--- src/sbs_map.svh ---
// Purpose: Timing counts and field positions for the bank state tracker
// Assumes: Counts are whole cycles of clk_sys at 20 MHz
// Notes: Defaults chosen small; adjust per part grade
`ifndef SBS_MAP_SVH
`define SBS_MAP_SVH
`define SBS_PRECHARGE_PERIOD_CYC      4'h2
`define SBS_ACT_TO_COL_DELAY_CYC      4'h2
`define SBS_REFRESH_CYCLE_CYC         4'h4
`define SBS_MODE_LOAD_DELAY_CYC       4'h2
`define SBS_WRITE_RECOVERY_CYC        4'h2
`define SBS_SELF_REFRESH_EXIT_CYC     4'h3
`define SBS_READ_LATENCY_DEF          2'h2
`define SBS_BURST_LEN_DEF             4'h4
`define SBS_AP_BIT                    10
`define SBS_NUM_BANKS                 4
`endif

--- src/sbs_pkg.sv ---
// Purpose: Types for the bank state tracker
// Assumes: Four banks, 12 address bits
// Notes: Command codes follow the pin encoding cs,ras,cas,we
package sbs_pkg;
   typedef enum logic [3:0]
   {
      SBS_CMD_NOP   = 4'h7,
      SBS_CMD_ACT   = 4'h3,
      SBS_CMD_READ  = 4'h5,
      SBS_CMD_WRITE = 4'h4,
      SBS_CMD_BST   = 4'h6,
      SBS_CMD_PRE   = 4'h2,
      SBS_CMD_REF   = 4'h1,
      SBS_CMD_MRS   = 4'h0
   } sbs_cmd_t;

   typedef enum logic [7:0]
   {
      SBS_ST_IDLE   = 8'h01,
      SBS_ST_ACTV   = 8'h02,
      SBS_ST_ROWACT = 8'h04,
      SBS_ST_READ   = 8'h08,
      SBS_ST_WRITE  = 8'h10,
      SBS_ST_RDAP   = 8'h20,
      SBS_ST_WRAP   = 8'h40,
      SBS_ST_PRE    = 8'h80
   } sbs_bank_st_t;

   typedef enum logic [3:0]
   {
      SBS_DV_NORMAL = 4'h1,
      SBS_DV_REFR   = 4'h2,
      SBS_DV_MODE   = 4'h4,
      SBS_DV_PREALL = 4'h8
   } sbs_dev_st_t;

   typedef struct packed
   {
      logic        cs_n;
      logic        ras_n;
      logic        cas_n;
      logic        we_n;
      logic [1:0]  bank_select;
      logic [11:0] addr;
      logic        lower_byte_lane_mask;
      logic        upper_byte_lane_mask;
   } sbs_cmd_bus_t;
endpackage

--- src/sbs_bank.sv ---
// Purpose: One bank's state and timer
// Assumes: Legality decided by the parent
// Notes: Command pulses are one cycle wide
`timescale 1ns/100ps
`default_nettype none
`include "sbs_map.svh"
module sbs_bank
   import sbs_pkg::*;
(
   input  wire logic         clk_sys,
   input  wire logic         rst,
   input  wire logic         do_act,
   input  wire logic         do_rd,
   input  wire logic         do_wr,
   input  wire logic         ap,
   input  wire logic         do_pre,
   input  wire logic         burst_end,
   input  wire logic         intr_other,
   input  wire logic         intr_is_wr,
   input  wire logic         all_idle_set,
   output sbs_bank_st_t      state
);
   sbs_bank_st_t st_q, st_d;
   logic [3:0]   tmr_q, tmr_d;
   logic         wr_rec_q, wr_rec_d;
   wire          tmr_done = (tmr_q == 4'h0);

   assign state = st_q;

   always_comb
   begin
      st_d     = st_q;
      tmr_d    = (tmr_q == 4'h0) ? 4'h0 : tmr_q - 4'h1;
      wr_rec_d = wr_rec_q;
      case (st_q)
         SBS_ST_IDLE:
         begin
            if (do_act)
            begin
               st_d  = SBS_ST_ACTV;
               tmr_d = `SBS_ACT_TO_COL_DELAY_CYC - 4'h1;
            end
         end
         SBS_ST_ACTV:
            if (tmr_done)
               st_d = SBS_ST_ROWACT;
         SBS_ST_ROWACT, SBS_ST_READ, SBS_ST_WRITE:
         begin
            if (do_pre)
            begin
               st_d  = SBS_ST_PRE;
               tmr_d = `SBS_PRECHARGE_PERIOD_CYC - 4'h1;
            end
            else if (do_rd || do_wr)
            begin
               st_d     = ap ? (do_rd ? SBS_ST_RDAP : SBS_ST_WRAP)
                             : (do_rd ? SBS_ST_READ : SBS_ST_WRITE);
               tmr_d    = 4'hf;
               wr_rec_d = 1'b0;
            end
            else if (st_q != SBS_ST_ROWACT && (burst_end || intr_other))
               st_d = SBS_ST_ROWACT;
         end
         SBS_ST_RDAP, SBS_ST_WRAP:
         begin
            if (tmr_q == 4'hf)
               tmr_d = 4'hf;                                 // Hold marker while burst runs
            if (tmr_q == 4'hf && (burst_end || intr_other))
            begin
               if (st_q == SBS_ST_WRAP)
               begin
                  tmr_d    = `SBS_WRITE_RECOVERY_CYC + `SBS_PRECHARGE_PERIOD_CYC - 4'h1;
                  wr_rec_d = 1'b1;
               end
               else
                  tmr_d = `SBS_PRECHARGE_PERIOD_CYC - 4'h1;
            end
            else if (tmr_q != 4'hf && tmr_done)
               st_d = SBS_ST_IDLE;
         end
         SBS_ST_PRE:
            if (tmr_done)
               st_d = SBS_ST_IDLE;
         default:
            st_d = SBS_ST_IDLE;
      endcase
      if (all_idle_set)
         st_d = SBS_ST_IDLE;
   end

   always_ff @(posedge clk_sys or posedge rst)
   begin
      if (rst)
      begin
         st_q     <= SBS_ST_IDLE;
         tmr_q    <= 4'h0;
         wr_rec_q <= 1'b0;
      end
      else
      begin
         st_q     <= st_d;
         tmr_q    <= tmr_d;
         wr_rec_q <= wr_rec_d;
      end
   end
   wire unused_ok = intr_is_wr & wr_rec_q;
endmodule
`default_nettype wire

--- src/sbs_tracker.sv ---
// Purpose: Four-bank state tracking and command legality checker
// Assumes: Commands sampled on clk_sys; cke is a pin input
// Notes: Illegal commands are flagged and not acted on
`timescale 1ns/100ps
`default_nettype none
`include "sbs_map.svh"
module sbs_tracker
   import sbs_pkg::*;
(
   input  wire logic         clk_sys,
   input  wire logic         rst,
   input  wire logic         cke,
   input  wire logic         self_refresh_exit,
   input  wire sbs_cmd_bus_t cmd_bus,
   input  wire logic [1:0]   read_latency,
   input  wire logic [3:0]   burst_length,
   output logic [31:0]       bank_state_flat,
   output logic              device_busy,
   output logic              all_banks_idle,
   output logic              illegal_cmd,
   output logic              cmd_taken
);
   logic [2:0]    cke_sync_q;
   logic          cke_cur_q, cke_prev_q;
   logic [3:0]    xsr_q;
   sbs_dev_st_t   dev_q, dev_d;
   logic [3:0]    dtmr_q, dtmr_d;
   logic [1:0]    last_bank_q;
   logic          last_valid_q;
   logic          last_is_wr_q;
   logic [3:0]    bcnt_q;
   logic [1:0]    rl_q;
   logic          rd_intr_pend_q;
   logic [1:0]    rd_intr_bank_q;
   logic          illegal_q, taken_q;
   sbs_bank_st_t  bst [4];

   function automatic logic is_busy(input sbs_bank_st_t s);
      is_busy = (s == SBS_ST_ACTV) || (s == SBS_ST_PRE);
   endfunction

   function automatic logic can_col(input sbs_bank_st_t s);
      can_col = (s == SBS_ST_ROWACT) || (s == SBS_ST_READ) || (s == SBS_ST_WRITE);
   endfunction

   // Pin synchroniser: stage 0 read only by stage 1
   always_ff @(posedge clk_sys or posedge rst)
   begin
      if (rst)
         cke_sync_q <= 3'h0;
      else
         cke_sync_q <= {cke_sync_q[1:0], cke};
   end

   always_ff @(posedge clk_sys or posedge rst)
   begin
      if (rst)
      begin
         cke_cur_q  <= 1'b0;
         cke_prev_q <= 1'b0;
      end
      else
      begin
         if (cke_sync_q[1] == cke_sync_q[2])
            cke_cur_q <= cke_sync_q[2];
         cke_prev_q <= cke_cur_q;
      end
   end

   // Self refresh exit hold-off
   always_ff @(posedge clk_sys or posedge rst)
   begin
      if (rst)
         xsr_q <= 4'h0;
      else if (self_refresh_exit)
         xsr_q <= `SBS_SELF_REFRESH_EXIT_CYC;
      else if (xsr_q != 4'h0)
         xsr_q <= xsr_q - 4'h1;
   end

   wire       active   = cke_cur_q && cke_prev_q && (xsr_q == 4'h0);
   wire [3:0] code     = {cmd_bus.cs_n, cmd_bus.ras_n, cmd_bus.cas_n, cmd_bus.we_n};
   wire       inhibit  = cmd_bus.cs_n;
   wire [1:0] ba       = cmd_bus.bank_select;
   wire       a10      = cmd_bus.addr[`SBS_AP_BIT];
   wire       c_act    = active && !inhibit && code == SBS_CMD_ACT;
   wire       c_rd     = active && !inhibit && code == SBS_CMD_READ;
   wire       c_wr     = active && !inhibit && code == SBS_CMD_WRITE;
   wire       c_bst    = active && !inhibit && code == SBS_CMD_BST;
   wire       c_pre    = active && !inhibit && code == SBS_CMD_PRE;
   wire       c_ref    = active && !inhibit && code == SBS_CMD_REF;
   wire       c_mrs    = active && !inhibit && code == SBS_CMD_MRS;
   wire       c_any    = c_act | c_rd | c_wr | c_bst | c_pre | c_ref | c_mrs;
   wire       dev_free = (dev_q == SBS_DV_NORMAL);

   logic [3:0] idle_v, busy_v, prech_ok_v;
   always_comb
   begin
      for (int i = 0; i < 4; i++)
      begin
         idle_v[i]     = (bst[i] == SBS_ST_IDLE);
         busy_v[i]     = is_busy(bst[i]) || bst[i] == SBS_ST_RDAP || bst[i] == SBS_ST_WRAP;
         prech_ok_v[i] = !busy_v[i] || bst[i] == SBS_ST_PRE;
      end
   end

   wire all_idle  = &idle_v;
   wire tgt_busy  = busy_v[ba];
   wire tgt_idle  = idle_v[ba];
   wire pre_all   = c_pre && a10;
   wire ok_act    = c_act && tgt_idle;
   wire ok_col    = (c_rd || c_wr) && can_col(bst[ba]);
   wire ok_pre1   = c_pre && !a10 && !tgt_busy;
   wire ok_preall = pre_all && (&prech_ok_v);
   wire ok_ref    = (c_ref || c_mrs) && all_idle;
   wire ok_bst    = c_bst;
   wire legal     = dev_free && (ok_preall || ok_ref || ok_bst
                    || (!tgt_busy && (ok_act || ok_col || ok_pre1)));
   wire bad       = c_any && !legal;
   wire go        = c_any && !bad;

   // Device-wide busy states
   always_comb
   begin
      dev_d  = dev_q;
      dtmr_d = (dtmr_q == 4'h0) ? 4'h0 : dtmr_q - 4'h1;
      case (dev_q)
         SBS_DV_NORMAL:
         begin
            if (go && c_ref)
            begin
               dev_d  = SBS_DV_REFR;
               dtmr_d = `SBS_REFRESH_CYCLE_CYC - 4'h1;
            end
            else if (go && c_mrs)
            begin
               dev_d  = SBS_DV_MODE;
               dtmr_d = `SBS_MODE_LOAD_DELAY_CYC - 4'h1;
            end
            else if (go && pre_all)
            begin
               dev_d  = SBS_DV_PREALL;
               dtmr_d = `SBS_PRECHARGE_PERIOD_CYC - 4'h1;
            end
         end
         SBS_DV_REFR, SBS_DV_MODE, SBS_DV_PREALL:
            if (dtmr_q == 4'h0)
               dev_d = SBS_DV_NORMAL;
         default:
            dev_d = SBS_DV_NORMAL;
      endcase
   end

   wire dev_done = (dev_q != SBS_DV_NORMAL) && (dtmr_q == 4'h0);

   // Burst tracking for terminate and natural end
   wire new_burst = go && (c_rd || c_wr);
   wire bcnt_end  = last_valid_q && (bcnt_q == 4'h1);
   wire rd_rd     = new_burst && c_rd && last_valid_q && !last_is_wr_q && last_bank_q != ba;
   wire rd_cut    = rd_intr_pend_q && (rl_q == 2'h0);

   always_ff @(posedge clk_sys or posedge rst)
   begin
      if (rst)
      begin
         last_valid_q   <= 1'b0;
         last_bank_q    <= 2'h0;
         last_is_wr_q   <= 1'b0;
         bcnt_q         <= 4'h0;
         rd_intr_pend_q <= 1'b0;
         rd_intr_bank_q <= 2'h0;
         rl_q           <= 2'h0;
      end
      else
      begin
         if (new_burst)
         begin
            last_valid_q <= 1'b1;
            last_bank_q  <= ba;
            last_is_wr_q <= c_wr;
            bcnt_q       <= burst_length;
         end
         else if ((go && c_bst) || bcnt_end)
            last_valid_q <= 1'b0;
         else if (bcnt_q != 4'h0)
            bcnt_q <= bcnt_q - 4'h1;
         if (rd_rd)
         begin
            rd_intr_pend_q <= 1'b1;
            rd_intr_bank_q <= last_bank_q;
            rl_q           <= read_latency - 2'h1;
         end
         else if (rd_intr_pend_q)
         begin
            if (rl_q == 2'h0)
               rd_intr_pend_q <= 1'b0;
            else
               rl_q <= rl_q - 2'h1;
         end
      end
   end

   always_ff @(posedge clk_sys or posedge rst)
   begin
      if (rst)
      begin
         dev_q     <= SBS_DV_NORMAL;
         dtmr_q    <= 4'h0;
         illegal_q <= 1'b0;
         taken_q   <= 1'b0;
      end
      else
      begin
         dev_q     <= dev_d;
         dtmr_q    <= dtmr_d;
         illegal_q <= bad;
         taken_q   <= go;
      end
   end

   genvar g;
   generate
      for (g = 0; g < 4; g++)
      begin : gb
         wire mine   = (ba == 2'(g));
         wire other  = new_burst && !mine && last_valid_q && last_bank_q == 2'(g);
         // Read-to-read on plain read waits the read latency; others cut at once
         wire intr   = (other && !(c_rd && bst[g] == SBS_ST_READ))
                       || (rd_cut && rd_intr_bank_q == 2'(g));
         wire endb   = last_valid_q && last_bank_q == 2'(g)
                       && ((go && c_bst) || bcnt_end);
         sbs_bank u_bank
         (
            .clk_sys      (clk_sys),
            .rst          (rst),
            .do_act       (go && c_act && mine),
            .do_rd        (go && c_rd && mine),
            .do_wr        (go && c_wr && mine),
            .ap           (a10),
            .do_pre       (go && c_pre && !a10 && mine),
            .burst_end    (endb),
            .intr_other   (intr),
            .intr_is_wr   (c_wr),
            .all_idle_set (dev_done),
            .state        (bst[g])
         );
         assign bank_state_flat[8*g +: 8] = bst[g];
      end
   endgenerate

   assign device_busy    = !dev_free;
   assign all_banks_idle = all_idle && dev_free;
   assign illegal_cmd    = illegal_q;
   assign cmd_taken      = taken_q;
endmodule
`default_nettype wire

--- config.mk ---
export PLATFORM = sky130hd
export DESIGN_NAME = sbs_tracker
export DESIGN_NICKNAME = d
export VERILOG_FILES = /design/src/sbs_pkg.sv /design/src/sbs_bank.sv /design/src/sbs_tracker.sv
export VERILOG_INCLUDE_DIRS = /design/src /design/src/src
export SDC_FILE = /design/constraint.sdc
export NUM_CORES = 1
export LEC_CHECK = 0
export BUFFER_PORTS_ARGS = -buffer_cell sky130_fd_sc_hd__clkbuf_2
export CORE_MARGIN = 1
export CORE_UTILIZATION = 53
export CTS_CLUSTER_DIAMETER = 60
export DETAILED_ROUTE_END_ITERATION = 16
export PLACE_DENSITY = 0.86
export SLEW_MARGIN = 30
export SYNTH_ARGS = -nofsm -noshare
export SYNTH_HDL_FRONTEND = slang
export SYNTH_SLANG_ARGS = --single-unit
--- constraint.sdc ---
create_clock -name clk_sys -period 3.3 [get_ports clk_sys]
set_input_delay 0.165 -clock clk_sys [delete_from_list [all_inputs] [get_ports clk_sys]]
set_output_delay 0.165 -clock clk_sys [all_outputs]
set_load 0.02 [all_outputs]
==> impl_results.md <==
- DRT antenna net count: 0
- Grt ovf: 0
- Critical R2R Capture: gb[1].u_bank.state[3]
- Reg clk slew, reported paths: 80 ps
- Worst hold path class: input port to register
- Leakage: 3.03 nW
- Fmax: 313 MHz
- Total power: 2.77 mW
- Die area: 10600 µm²
- Outcome: completed
- Global-route wire length before repair: 27.3 mm
- CP max stage delay: 380 ps
- Tcrit/Tclk final: 0.969
- Filler cell count: 803
- CP Cell Sequence: inv_1 > ha_2 > nor3b_4 > buf_4 > nand4b_1 > a2111oi_1 > buf_4 > a31oi_1 > a211oi_4 > buf_4 > and3_1 > a22o_1
- Syn nets: 662
- Final Cell Area: 6560 µm²
- PD cells: 423 nW/µm²
- Synth Cell Area: 5400 µm²
- H-tree levels: 3
- DIE HEIGHT: 103 µm
- CTS tree: done
- Worst R2R Setup Slack: 100 ps
- Io pins: 66
- Clock buffer depth: 2
- WL/cell: 19.4 µm
- RR Startpoint: xsr_q[0]
- Sink Count: 80
- DRC: 0
- Final Skew: 8.51 ps
- Largest net degree at the start of global routing: 56
- Number of I/O port buffers: 52
- Row cnt: 36
- CP arrival: 3510 ps
- DR iter-0 viols: 716
- GRT Total Usage: 0.339
- Area of the multi-input gates: 3260 µm²
- Critical path's slowest cell: dfrtp_1
- Worst slew margin: 0.535
- Min Hold Slack: 4.47 ps
- Max Slew Vio Count: 0
- Register area: 2010 µm²
- DP HPWL: 12.6 mm
- Primary FF master, synth: dfrtp_1
- Worst path required time: 3610 ps
- GP Congestion: 0.977
- #FFs+latches synth: 80
- CP Max Fanout: 15
- Yosys warns: 0
- Share of post-route cells with drive strength above 1: 0.248
- Setup crit end kind: register
- Final hold vios: 0
- DRT Wirelength: 16.9 mm
- Number of distinct library cells after synthesis: 90
- Vias in the first global route: 5366
- Initial antenna violation count: 0
- Cell family with most CP delay: compound AO/OA/AOI/OAI gates
- Setup TNS Final: 0 ps
- CP most frequent cell: buf_4
- CP Launch Type: register
- CTS Buf Count: 9
- DR vias/cell: 6.51
- Final net count: 767
- Final min period: 3200 ps
- Critical path class: register to register
- Area Overhead vs Synth: 21.7%
- Drt pass-1 iters: 6
- Hold Path Sink: bcnt_q[0]
- Worst Tran Pin Value: 692 ps
- Reg2Reg Depth: 12
- Ant. Diodes: 0
- Initial Util: 0.549
- Vias: 5671
- Placed inst area: 6210 µm²
- Final setup vio count: 0
- Min-delay src: burst_length[0]
- Clock Root Buffer: clkbuf_8
- Die Wd: 103 µm
- Mapped Cells: 628
- Hold Crit Depth: 3
- Seq/Total Area, Yosys: 0.372
- Clock latency on the worst-skew pair: 370 ps
- VDD IR max: 0.281 mV
- EDFF count, synth: 0
- Syn_area_per_cell: 8.59 µm²
- Crit path from: xsr_q[0]
- Ys async rst share: 1.00
- Core area: 9820 µm²
- Max-Cap Viols: 0
- Worst path bufs/invs: 4
==> worst max path at each step <==
stage	cells past startpoint	slack, ps	end
after CTS	11	50	gb[0].u_bank.tmr_q[1]
after detailed placement	10	100	gb[0].u_bank.state[5]
after global routing	12	-20	gb[1].u_bank.state[3]
after floorplan	9	200	gb[1].u_bank.state[3]
after global placement	10	180	gb[0].u_bank.state[5]
final	12	100	gb[1].u_bank.state[3]
==> per-layer routing <==
layer,vias up,part of all wire,GRT usage
met5,-,0,0
met4,0,0.041,0.166
met3,73,0.088,0.0624
met2,329,0.47,0.544
met1,2706,0.40,0.443
li1,2563,-,-
==> sequential cells by signal (all words and copies together) (netlist names), 2 cells and up <==
register	cells
xsr_q	4
cke_sync_q	3
rd_intr_bank_q	2
dev_q	4
gb.u_bank.tmr_q	16
gb.u_bank.state	32
last_bank_q	2
dtmr_q	4
bcnt_q	4
rl_q	2
==> power by group <==
group / internal (mW) / switching, mW / leakage, nW / total, mW
clock network: 0.524 / 0.372 / 0.124 / 0.896
registers: 1.06 / 0.0742 / 1.07 / 1.14
logic: 0.310 / 0.433 / 1.84 / 0.742
==> cell usage in the layout (no fill, tap or decap), types with 7 or more instances in the layout <==
master	count
dfrtp_1	75
buf_4	69
nand2_1	66
nor2_1	66
clkbuf_2	52
a21oi_1	37
o21ai_0	35
nor3_1	26
nand3_1	24
inv_1	16
xor2_1	14
nor4_1	12
nand2b_1	10
clkbuf_8	10
or3_1	9
nor4b_1	7
o22ai_1	7
o21ai_1	7
a22o_1	7
o2bb2ai_1	7
==> cells in the mapped netlist, drive strengths merged (7+ instances only) <==
cell type | instances | area [µm²]
or3 | 10 | 62.6
nor4b | 9 | 93.8
nand2 | 68 | 255
o22ai | 7 | 43.8
nor4 | 13 | 87.6
xor2 | 14 | 123
buf | 9 | 41.3
nor3 | 27 | 135
dfrtp | 75 | 1880
o2bb2ai | 7 | 61.3
nand3 | 24 | 120
o21ai | 42 | 210
a22o | 7 | 61.3
clkbuf | 22 | 82.6
a21oi | 39 | 203
nand2b | 10 | 62.6
nor2 | 67 | 254
inv | 17 | 63.8
==> worst min-delay path, delay by kind of cell <==
family	cells	cell delay, ps
buffers and inverters	1	80
AOI/OAI and AO/OA	1	60
and+or+nand+nor	1	30
==> what timing repair did <==
action                                 4_1_cts  5_1_grt
hold buffers                                 4        0
gates resized for setup                      0       12
endpoints found under the hold margin       21        0
setup buffers                                0        1
setup endpoints to repair                    0       34
==> cell type report <==
cell class,instances,share of cell area
multi-input cells,499,0.496
flip-flops and latches,80,0.306
repair buffers,125,0.125
well taps,133,0.0254
clock buffers,11,0.0215
clock inverters,5,0.0158
inverters,18,0.0107
==> kinds of logic after synthesis <==
family          after synthesis  synth area share
mux                          10            0.0267
compound gates              186             0.250
buf+inv                      49            0.0355
simple gates                278             0.272
flops                        80             0.372
xor+xnor                     20            0.0325
fa+ha+maj                     5            0.0111
==> metrics by stage <==
stage	setup WS [ps]	std cells	util
after detailed placement	95.6	850	0.632
after global routing	-18.4	871	0.668
after global placement	176	850	0.632
final	103	871	0.668
after CTS	50.0	870	0.661
after floorplan	201	628	-
Power figures use the tool's default switching activity.
